### src/shd_pkg.sv
// constants, states and carriers for the serial clock divider
package shd_pkg;

  // core clock and analog terms of the SCL period
  localparam int SHD_TCORE_NS = 40;
  localparam int SHD_PAD_DELAY_NS = 45;
  localparam int SHD_EXTRA_CYC = 3;

  // divider geometry and reset values
  localparam int SHD_MOD_W = 8;
  localparam int SHD_PRE_W = 3;
  localparam int SHD_PHASE_W = 12;
  localparam logic [SHD_PRE_W-1:0] SHD_PRE_LAST = 3'h7;
  localparam logic [SHD_PRE_W-1:0] SHD_PRE_RST = 3'h0;
  localparam logic [SHD_MOD_W-1:0] SHD_MOD_RST = 8'h00;
  localparam logic [SHD_PHASE_W-1:0] SHD_PHASE_RST = 12'h000;
  localparam int SHD_PRE_SHIFT = 3;
  localparam logic [1:0] SHD_SETTLE_LAST = 2'(SHD_EXTRA_CYC - 2);
  localparam logic [1:0] SHD_SETTLE_RST = 2'h0;

  // gray codes along idle, low, rise, settle, high
  typedef enum logic [2:0] {
    SHD_IDLE = 3'h0,
    SHD_LOW = 3'h1,
    SHD_RISE = 3'h3,
    SHD_SETTLE = 3'h2,
    SHD_HIGH = 3'h6
  } shd_state_t;

  // clock control word as held by the port's control register
  typedef struct packed {
    logic prescalerBypassSelect;
    logic [SHD_MOD_W-1:0] dividerModulus;
  } shd_cfg_t;

  // open-drain SCL drive
  typedef struct packed {
    logic sclOut;
    logic sclOe;
  } shd_pin_t;

endpackage : shd_pkg

### src/shd_count.sv
// reloading terminal counter, used for the prescaler and the modulus
`timescale 1ns/100ps
module shd_count #(
  parameter int WIDTH = 8
) (
  // clock and reset
  input wire logic clk,
  input wire logic rst_n,
  input wire logic clkEn,
  // control
  input wire logic run,
  input wire logic tickIn,
  input wire logic [WIDTH-1:0] lastVal,
  // terminal count
  output logic tc
);
  import shd_pkg::*;

  typedef struct packed {
    logic [WIDTH-1:0] cnt;
  } shd_cnt_st_t;

  shd_cnt_st_t st_r;
  shd_cnt_st_t st_nxt;

  assign tc = run && tickIn && (st_r.cnt == lastVal);

  always_comb
  begin
    st_nxt = st_r;
    // a stopped counter restarts from zero so every phase is whole
    if (!run || tc)
      st_nxt.cnt = '0;
    else if (tickIn)
      st_nxt.cnt = WIDTH'(st_r.cnt + 1'b1);
  end

  always_ff @(posedge clk or negedge rst_n)
  begin
    if (!rst_n)
      st_r <= '0;
    else if (clkEn)
      st_r <= st_nxt;
  end

endmodule : shd_count

### src/shd_scl_gen.sv
// SCL generator for the serial host port as I2C master
`timescale 1ns/100ps
// Summary of operation
// - period is Tc*2*(modulus+1)*(8 or 1)
// - bypass low inserts divide-by-eight prescaler
// - bypass high feeds modulus divider directly
// - modulus 0..ff divides by 1..256
// - SCL period adds three clocks plus rise
module shd_scl_gen (
  // clock and reset
  input wire logic clk,
  input wire logic rst_n,
  input wire logic clkEn,
  // control
  input wire logic enable,
  input wire shd_pkg::shd_cfg_t cfg,
  // SCL pin
  input wire logic sclIn,
  output shd_pkg::shd_pin_t scl,
  // status
  output logic busy,
  output logic periodTick
);
  import shd_pkg::*;

  typedef struct packed {
    shd_state_t state;
    logic [1:0] settleCnt;
    shd_pin_t pin;
    logic busy;
    logic periodTick;
  } shd_st_t;

  shd_st_t st_r;
  shd_st_t st_nxt;
  logic run;
  logic preTc;
  logic modTick;
  logic modTc;

  ////////////////////////////////////////////////////////////////////////////
  // divider chain

  assign run = (st_r.state == SHD_LOW) || (st_r.state == SHD_HIGH);

  // fixed divide by eight, always counting while a phase runs
  shd_count #(.WIDTH(SHD_PRE_W)) uPre (
    .clk(clk),
    .rst_n(rst_n),
    .clkEn(clkEn),
    .run(run),
    .tickIn(1'b1),
    .lastVal(SHD_PRE_LAST),
    .tc(preTc)
  );

  // bypass feeds every core clock to the modulus stage
  assign modTick = cfg.prescalerBypassSelect ? 1'b1 : preTc;

  // modulus n ends after n+1 ticks
  shd_count #(.WIDTH(SHD_MOD_W)) uMod (
    .clk(clk),
    .rst_n(rst_n),
    .clkEn(clkEn),
    .run(run),
    .tickIn(modTick),
    .lastVal(cfg.dividerModulus),
    .tc(modTc)
  );

  ////////////////////////////////////////////////////////////////////////////
  // phase sequencer

  always_comb
  begin
    st_nxt = st_r;
    st_nxt.periodTick = 1'b0;
    st_nxt.pin.sclOut = 1'b0;
    case (st_r.state)
      SHD_IDLE:
      begin
        if (enable)
        begin
          st_nxt.state = SHD_LOW;
          st_nxt.pin.sclOe = 1'b1;
          st_nxt.busy = 1'b1;
        end
      end
      SHD_LOW:
      begin
        // low half ends on terminal count, then SCL is released
        if (modTc)
        begin
          st_nxt.state = SHD_RISE;
          st_nxt.pin.sclOe = 1'b0;
        end
      end
      SHD_RISE:
      begin
        // the bus rise time lengthens the period by waiting here
        if (sclIn)
        begin
          st_nxt.state = SHD_SETTLE;
          st_nxt.settleCnt = SHD_SETTLE_RST;
        end
      end
      SHD_SETTLE:
      begin
        // rise wait plus settle make the three added core clocks
        if (st_r.settleCnt == SHD_SETTLE_LAST)
          st_nxt.state = SHD_HIGH;
        else
          st_nxt.settleCnt = 2'(st_r.settleCnt + 1'b1);
      end
      SHD_HIGH:
      begin
        if (modTc)
        begin
          st_nxt.periodTick = 1'b1;
          if (enable)
          begin
            st_nxt.state = SHD_LOW;
            st_nxt.pin.sclOe = 1'b1;
          end
          else
          begin
            // stop only after a whole high phase so SCL ends high
            st_nxt.state = SHD_IDLE;
            st_nxt.busy = 1'b0;
          end
        end
      end
      default:
      begin
        st_nxt.state = SHD_IDLE;
        st_nxt.pin.sclOe = 1'b0;
        st_nxt.busy = 1'b0;
      end
    endcase
  end

  always_ff @(posedge clk or negedge rst_n)
  begin
    if (!rst_n)
    begin
      st_r.state <= SHD_IDLE;
      st_r.settleCnt <= SHD_SETTLE_RST;
      st_r.pin <= '0;
      st_r.busy <= 1'b0;
      st_r.periodTick <= 1'b0;
    end
    else if (clkEn)
      st_r <= st_nxt;
  end

  assign scl = st_r.pin;
  assign busy = st_r.busy;
  assign periodTick = st_r.periodTick;

  ////////////////////////////////////////////////////////////////////////////
  // checks

  logic [SHD_PHASE_W-1:0] phaseCnt;
  logic [SHD_PHASE_W-1:0] halfLen;

  // cycles spent so far in the current low or high phase
  always_ff @(posedge clk or negedge rst_n)
  begin
    if (!rst_n)
      phaseCnt <= SHD_PHASE_RST;
    else if (clkEn)
      phaseCnt <= (run && !modTc) ? SHD_PHASE_W'(phaseCnt + 1'b1)
                                  : SHD_PHASE_RST;
  end

  assign halfLen = cfg.prescalerBypassSelect ?
    SHD_PHASE_W'({4'h0, cfg.dividerModulus} + 12'h001) :
    SHD_PHASE_W'(({4'h0, cfg.dividerModulus} + 12'h001) << SHD_PRE_SHIFT);
endmodule : shd_scl_gen

### config.mk
export PLATFORM = sky130hd
export DESIGN_NAME = shd_scl_gen
export DESIGN_NICKNAME = d
export VERILOG_FILES = /design/src/shd_pkg.sv /design/src/shd_count.sv /design/src/shd_scl_gen.sv
export SDC_FILE = /design/constraint.sdc
export NUM_CORES = 1
export LEC_CHECK = 0
export CORE_ASPECT_RATIO = 0.75
export CORE_MARGIN = 2
export CORE_UTILIZATION = 50
export CTS_BUF_LIST = sky130_fd_sc_hd__clkbuf_4
export CTS_CLUSTER_DIAMETER = 150
export CTS_CLUSTER_SIZE = 40
export DETAILED_ROUTE_END_ITERATION = 6
export DONT_BUFFER_PORTS = 1
export GPL_TIMING_DRIVEN = 1
export PLACE_DENSITY = 0.67
export SYNTH_ARGS = -nofsm -noshare
export SYNTH_HDL_FRONTEND = slang
export SYNTH_HIERARCHICAL = 1
export SYNTH_SLANG_ARGS = --single-unit
export TNS_END_PERCENT = 50
### constraint.sdc
create_clock -name clk -period 6.6 [get_ports clk]
set_clock_uncertainty 0.1 [all_clocks]
set_input_delay 0 -clock clk [delete_from_list [all_inputs] [get_ports clk]]
set_output_delay 0 -clock clk [all_outputs]
set_load 0.03 [all_outputs]
==> results of run 1 <==
[critical path, stage by stage, from the launching register on]
cell           delay (ns)
dfrtp_1              0.50
clkinv_1             0.21
or3_1                0.40
o21ai_1              0.30
nand2_1              0.17
nor4_4               0.31
or2_2                0.17
nand2_1              0.04
or4_4                0.50
nor4_1               0.69
nand3_1              0.25
o22ai_1              0.18
a31o_1               0.16
dlygate4sd3_1        0.56
[final cells by class]
| class | instances | share of cell area |
|---|---|---|
| multi-input cells | 108 | 0.5360 |
| flip-flops and latches | 19 | 0.3512 |
| repair buffers | 6 | 0.04251 |
| well taps | 34 | 0.03142 |
| clock buffers | 4 | 0.02218 |
| inverters | 6 | 0.01664 |
[worst max-delay path by stage]
stage                                    from                   to  slack, ns
after floorplan           st_r[6]$_DFFE_PN0P_   scl[0]$_DFFE_PN0P_       3.00
after global placement    st_r[6]$_DFFE_PN0P_   scl[0]$_DFFE_PN0P_       2.70
after detailed placement  st_r[6]$_DFFE_PN0P_   scl[0]$_DFFE_PN0P_       2.52
after CTS                 st_r[6]$_DFFE_PN0P_  st_r[6]$_DFFE_PN0P_       2.01
after global routing      st_r[6]$_DFFE_PN0P_  st_r[6]$_DFFE_PN0P_       1.62
final                     st_r[6]$_DFFE_PN0P_  st_r[6]$_DFFE_PN0P_       1.99
[layout by cell type, fill, tap and decap left out, types with 4 or more instances in the layout]
cell type,synthesis,final
xor2_1,8,8
inv_1,5,5
xnor2_1,6,6
o21ai_0,6,6
clkbuf_4,0,4
dfrtp_1,19,19
nor2_1,8,8
nand3_1,4,4
dlygate4sd3_1,0,5
conb_1,2,9
nand2_1,13,13
nor3_1,6,6
a21o_1,4,4
[state kept, by name, summed over array words and instances, names as in the netlist]
register / flops
busy: 1
periodTick: 1
scl: 1
st_r: 5
uMod/st_r: 8
uPre/st_r: 3
[power by group through the flow]
stage | combinational, mW | clock [mW] | sequential (mW)
finish | 0.153 | 0.0610 | 0.204
global route | 0.176 | 0.0698 | 0.212
CTS | 0.153 | 0.0647 | 0.204
detailed placement | 0.144 | 0 | 0.206
global placement | 0.140 | 0 | 0.205
floorplan | 0.139 | 0 | 0.185
[stage by stage]
| stage | instances | area [um^2] |
|---|---|---|
| 6_report | 177 | 1354 |
| 5_1_grt | 177 | 1354 |
| 4_1_cts | 177 | 1354 |
| 3_5_place_dp | 168 | 1274 |
| 3_3_place_gp | 168 | 1274 |
| 2_1_floorplan | 140 | 1261 |
[per-layer routing]
metal,vias to the layer above,wire (um),global-route usage
li1,486,-,-
met1,417,1208,0.2466
met2,19,962,0.2787
met3,4,132,0.07163
met4,0,29,0.06383
met5,-,0,0
[logic make-up after synthesis]
family | synth area share
fa+ha+maj | 0.03040
compound gates | 0.1956
other cells | 0.006081
simple gates | 0.2077
xor+xnor | 0.09929
buf+inv | 0.04863
flops | 0.3850
mux | 0.02735
==> impl_results.md, run 1 <==
* Power per cell area at 308.8 nW/um^2
* Leakage at 0.6144 nW
* Clk_lat worst skew at 0.29 ns
* Crit path DAT at 4.74 ns
* Reg2reg end: st_r[6]$_DFFE_PN0P_
* Synth Cell Area at 1235 um^2
* Max Cap Viol at 0
* Worst-Margin Slew at 0.8892 ns
* Number of flops mapped to enable cells by yosys at 0
* I/O pin count at 18
* Fin Hold WS at 0.02965 ns
* Total Wirelength at 2333 um
* Largest net degree at the start of global routing at 20
* Most frequent cell after synthesis: dfrtp_1
* Async S/R FF share, synth at 1.000
* Clock Power Share at 0.146
* Core Util, Final at 0.5817
* Filler cells at 225
* Worst R2R Setup Slack at 1.99 ns
* Critical Path RT at 6.72 ns
* Clk root buf: clkbuf_4
* Library cells used by synthesis at 43
* Vias post-DR at 926
* Initial antenna violation count at 0
* Reg clk slew, reported paths at 0.11 ns
* Hold path startpoint: sclIn
* Multi-input gate area at 725.7 um^2
* DP Wirelength at 1713 um
* Internal at 250.8 uW
* CP Capture Type: flop
* Post-CTS Setup Inserts at 0
* Period minus WS final at 4.614 ns
* P&R area growth vs syn at 9.625%
* Count of clock tree sinks at 19
* Post-CTS Hold Buffers at 5
* Final hold violations at 0
* Peak supply drop at 116.5 uV
* # nets final at 161
* Antenna diodes at 0
* Bufs on Longest Clock Path at 2
* Vias/cell at 5.232
* Final Cycle Share at 0.6991
* Critical path launch point type: flop
* Cell depth of the worst flop-to-flop path at 13
* Total power at 418.1 uW
* Die Height at 47.04 um
* Die width at 61.39 um
* Final setup margin at 1.986 ns
* Grt ovf at 0
* Seq/Total Area, Yosys at 0.3850
* Max H-tree Level at 1
* Sequential Power Share at 0.488
* Worst Path Max Fanout at 9
* Mean routed wirelength per cell at 13.18 um
* #FFs+latches synth at 19
* Reg2Reg Launch Point: st_r[6]$_DFFE_PN0P_
* DRT antenna net count at 0
* Hold Path Depth at 3
* Buffers on Ports at 0
* Starting Density at 0.5306
* Top_reg_cell synth: dfrtp_1
* DRC at 0
* Class of the worst hold path: input port to flop
* Share of layout cells above drive strength 1 at 0.09091
* Status: completed
* GPL Wtd Cong at 0.8764
* Site row count at 15
* Slew HR at 0.4017
* Number of global-route vias before repair at 871
* Critical path class: flop to flop
* Hold Path Sink: st_r[4]$_DFFE_PN0P_
* Cells after Synth at 133
* RSZ-0062 raised after global routing: false
* Core area at 2327 um^2
* DRT iter0 DRCs at 18
* Synth Area per Inst at 9.285 um^2
* Switching part of the total power at 0.4001
* Yosys top cell area share at 0.3850
* Final setup vio count at 0
* Combinational Power Share at 0.366
* P_sw at 167.2 uW
* CTS tree: yes
* Area of the die at 2888 um^2
* Commonest cells post-synth: dfrtp_1, nand2_1, nor2_1, xor2_1
* # resized after CTS at 0
* Tot GR Track Use at 0.1855
* First-pass GRT wire length at 3836 um
* Top post-synthesis cells by area: dfrtp_1, xor2_1, xnor2_1
* DP Worst Slack at 2.519 ns
* Cts bufs inserted at 3
* Total Neg Setup Slack at 0 ns
* Final Slew Violations at 0
* Yosys warning total at 6
* Fmax at 216.7 MHz
* Register area at 475.5 um^2
* Detailed-router iteration count before antenna repair at 4
* Cell taking the most area after synthesis: dfrtp_1
(Power assumes the default switching activity.)
==> inputs of run 2 (changes only) <==
==> constraint.sdc (replaced) <==
create_clock -name clk -period 4.5 [get_ports clk]
set_clock_uncertainty 0.1 [all_clocks]
set_input_delay 0 -clock clk [delete_from_list [all_inputs] [get_ports clk]]
set_output_delay 0 -clock clk [all_outputs]
set_load 0.03 [all_outputs]
==> impl_results.md, run 2 (synthesized netlist as in run 1, its figures left out) <==
* Status: completed
* DRT antenna net count at 0 (unchanged)
* Top Registers: uMod/st_r x8, st_r x5, uPre/st_r x3
* P_sw at 252.8 uW (+51%)
* Bufs on Longest Clock Path at 2 (unchanged)
* Class of the worst hold path: input port to flop
* Internal at 359.8 uW (+43%)
* Total Wirelength at 2433 um (+4.3%)
* Share of layout cells above drive strength 1 at 0.09722 (+0.006313)
* Crit path cell chain: clkinv_1, or3_1, o21ai_1, nand2_1, nor4_4, or2_2, nand2_1, or4_4, nor4_1, buf_4, nand3_1, o22ai_1, a31o_1, dlygate4sd3_1
* I/O pin count at 18 (unchanged)
* Worst R2R Setup Slack at 0.33 ns (-1.65 ns)
* Top cell by count, worst path: nand2_1
* Starting Density at 0.5306 (unchanged)
* Sequential Power Share at 0.488 (about the same)
* First-pass GRT wire length at 4126 um (+7.6%)
* Period minus WS final at 4.166 ns (-0.4476 ns)
* Combinational Power Share at 0.370 (+0.004)
* Hold path startpoint: clkEn
* CTS tree: yes
* Clk root buf: clkbuf_4
* Worst path buffer plus inverter count at 3 (+1)
* Final Cycle Share at 0.9258 (+0.2268)
* Final setup vio count at 0 (unchanged)
* # nets final at 162 (+0.62%)
* Crit path DAT at 4.32 ns (-0.42 ns)
* Buffers on Ports at 0 (unchanged)
* Clk_lat worst skew at 0.30 ns (about the same)
* Peak supply drop at 234.4 uV (+100%)
* Worst Path Max Fanout at 9 (unchanged)
* Total power at 612.6 uW (+47%)
* Finished Layout Cells at 178 (+0.56%)
* Fmax at 240.0 MHz (+11%)
* DRT iter0 DRCs at 53 (+35)
* Number of global-route vias before repair at 914 (+4.9%)
* Critical path launch point type: flop
* Filler cells at 226 (+0.44%)
* P&R area growth vs syn at 10.03%
* DP Wirelength at 1839 um (+7.4%)
* Leakage at 0.6192 nW (+0.78%)
* Final Slew Violations at 0 (unchanged)
* Slew HR at 0.4235 (+0.02178)
* RSZ-0062 raised after global routing: false
* Detailed-router iteration count before antenna repair at 4 (unchanged)
* Power per cell area at 450.9 nW/um^2 (+46%)
* Hold Path Sink: uPre/st_r[2]$_DFFE_PN0P_
* Cell depth of the worst flop-to-flop path at 14 (+1)
* Cts bufs inserted at 3 (unchanged)
* Placed Cells at 169 (+0.60%)
* DRC at 0 (unchanged)
* Vias post-DR at 965 (+4.2%)
* Max Cap Viol at 0 (unchanged)
* Total Neg Setup Slack at 0 ns (unchanged)
* Reg clk slew, reported paths at 0.11 ns (about the same)
* Critical path's largest stage delay at 0.54 ns (-0.15 ns)
* Max H-tree Level at 1 (unchanged)
* Most frequent cells in the layout: dfrtp_1, nand2_1, conb_1, nor2_1, xor2_1
* GPL Wtd Cong at 0.8650 (-1.3%)
* Area of the die at 2888 um^2 (unchanged)
* Die width at 61.39 um (unchanged)
* Max reg flops at 8 (unchanged)
* Final hold violations at 0 (unchanged)
* Critical Path RT at 4.65 ns (-2.07 ns)
* Largest net degree at the start of global routing at 20 (unchanged)
* Tot GR Track Use at 0.1960 (+0.01058)
* Hold Path Depth at 3 (unchanged)
* Reg2reg end: st_r[6]$_DFFE_PN0P_
* Critical path class: flop to flop
* Reg with most FFs: uMod/st_r
* Switching part of the total power at 0.4127 (+0.01266)
* Initial antenna violation count at 0 (unchanged)
* Mean routed wirelength per cell at 13.67 um (+3.7%)
* CP max-delay cell: dlygate4sd3_1
* Die Height at 47.04 um (unchanged)
* Commonest non-fill, non-tap cell in the layout: dfrtp_1
* Antenna diodes at 0 (unchanged)
* Count of clock tree sinks at 19 (unchanged)
* Vias/cell at 5.421 (+3.6%)
* Largest delay share family, worst path: simple AND/OR/NAND/NOR gates
* Reg2Reg Launch Point: st_r[6]$_DFFE_PN0P_
* Grt ovf at 0 (unchanged)
* Site row count at 15 (unchanged)
* Worst-Margin Slew at 0.8619 ns (-0.02731 ns)
* CP Capture Type: flop
* Clock Power Share at 0.142 (-0.004)
* Fin Hold WS at 0.02620 ns (-0.003458 ns)
* Core area at 2327 um^2 (unchanged)
-- run 2: cell types whose count changed in the layout (fill, tap and decap cells not counted) --
cell / before / now
clkinv_2: 0 / 1
buf_4: 1 / 2
clkbuf_4: 4 / 3
-- run 2: power by group through the flow --
stage                     Clock [mW]  Sequential [mW]  Combinational, mW
final                         0.0871            0.299              0.227
after detailed placement           0            0.304              0.214
after floorplan                    0            0.271              0.204
after global routing           0.101            0.309              0.258
after CTS                     0.0912            0.299              0.228
after global placement             0            0.301              0.207
-- run 2: area by class of cell --
type                    instances  area (um^2)  share of cell area
repair buffers                  7        65.06             0.04788
well taps                      34        42.54             0.03131
inverters                       6        22.52             0.01657
multi-input cells             108        725.7              0.5341
clock buffers                   3        22.52             0.01657
flip-flops and latches         19        475.5              0.3499
clock inverters                 1        5.005            0.003683
-- run 2: tightest hold or removal path, stage by stage --
cell	delay, ns
and4b_1	0.16
o21ai_0	0.08
o2bb2ai_1	0.15
-- run 2: metrics by stage --
stage                       util  setup WS (ns)  cell area [um^2]
after global routing      0.5839        0.04578              1359
after CTS                 0.5839         0.3636              1359
after detailed placement  0.5505         0.7883              1281
final                     0.5839         0.3337              1359
after global placement    0.5505         0.9301              1281
after floorplan                -         0.9009              1261
-- run 2: worst max path at each step --
| stage | start | slack [ns] | end | cells after the start |
|---|---|---|---|---|
| floorplan | st_r[6]$_DFFE_PN0P_ | 0.90 | scl[0]$_DFFE_PN0P_ | 13 |
| global placement | st_r[6]$_DFFE_PN0P_ | 0.93 | scl[0]$_DFFE_PN0P_ | 13 |
| detailed placement | st_r[6]$_DFFE_PN0P_ | 0.79 | scl[0]$_DFFE_PN0P_ | 13 |
| CTS | st_r[6]$_DFFE_PN0P_ | 0.36 | st_r[6]$_DFFE_PN0P_ | 14 |
| global route | st_r[6]$_DFFE_PN0P_ | 0.05 | st_r[6]$_DFFE_PN0P_ | 14 |
| finish | st_r[6]$_DFFE_PN0P_ | 0.33 | st_r[6]$_DFFE_PN0P_ | 14 |
-- run 2: timing repair --
item	4_1_cts	5_1_grt
hold buffers	5	0
buffers inserted	0	0
gates resized for setup	0	0
hold endpoints to repair	33	0
-- run 2: layer usage --
metal  routed length [um]  global-route usage
met4                   29             0.06383
met5                    0                   0
met2                 1031              0.3021
met1                 1192              0.2639
met3                  179             0.06336
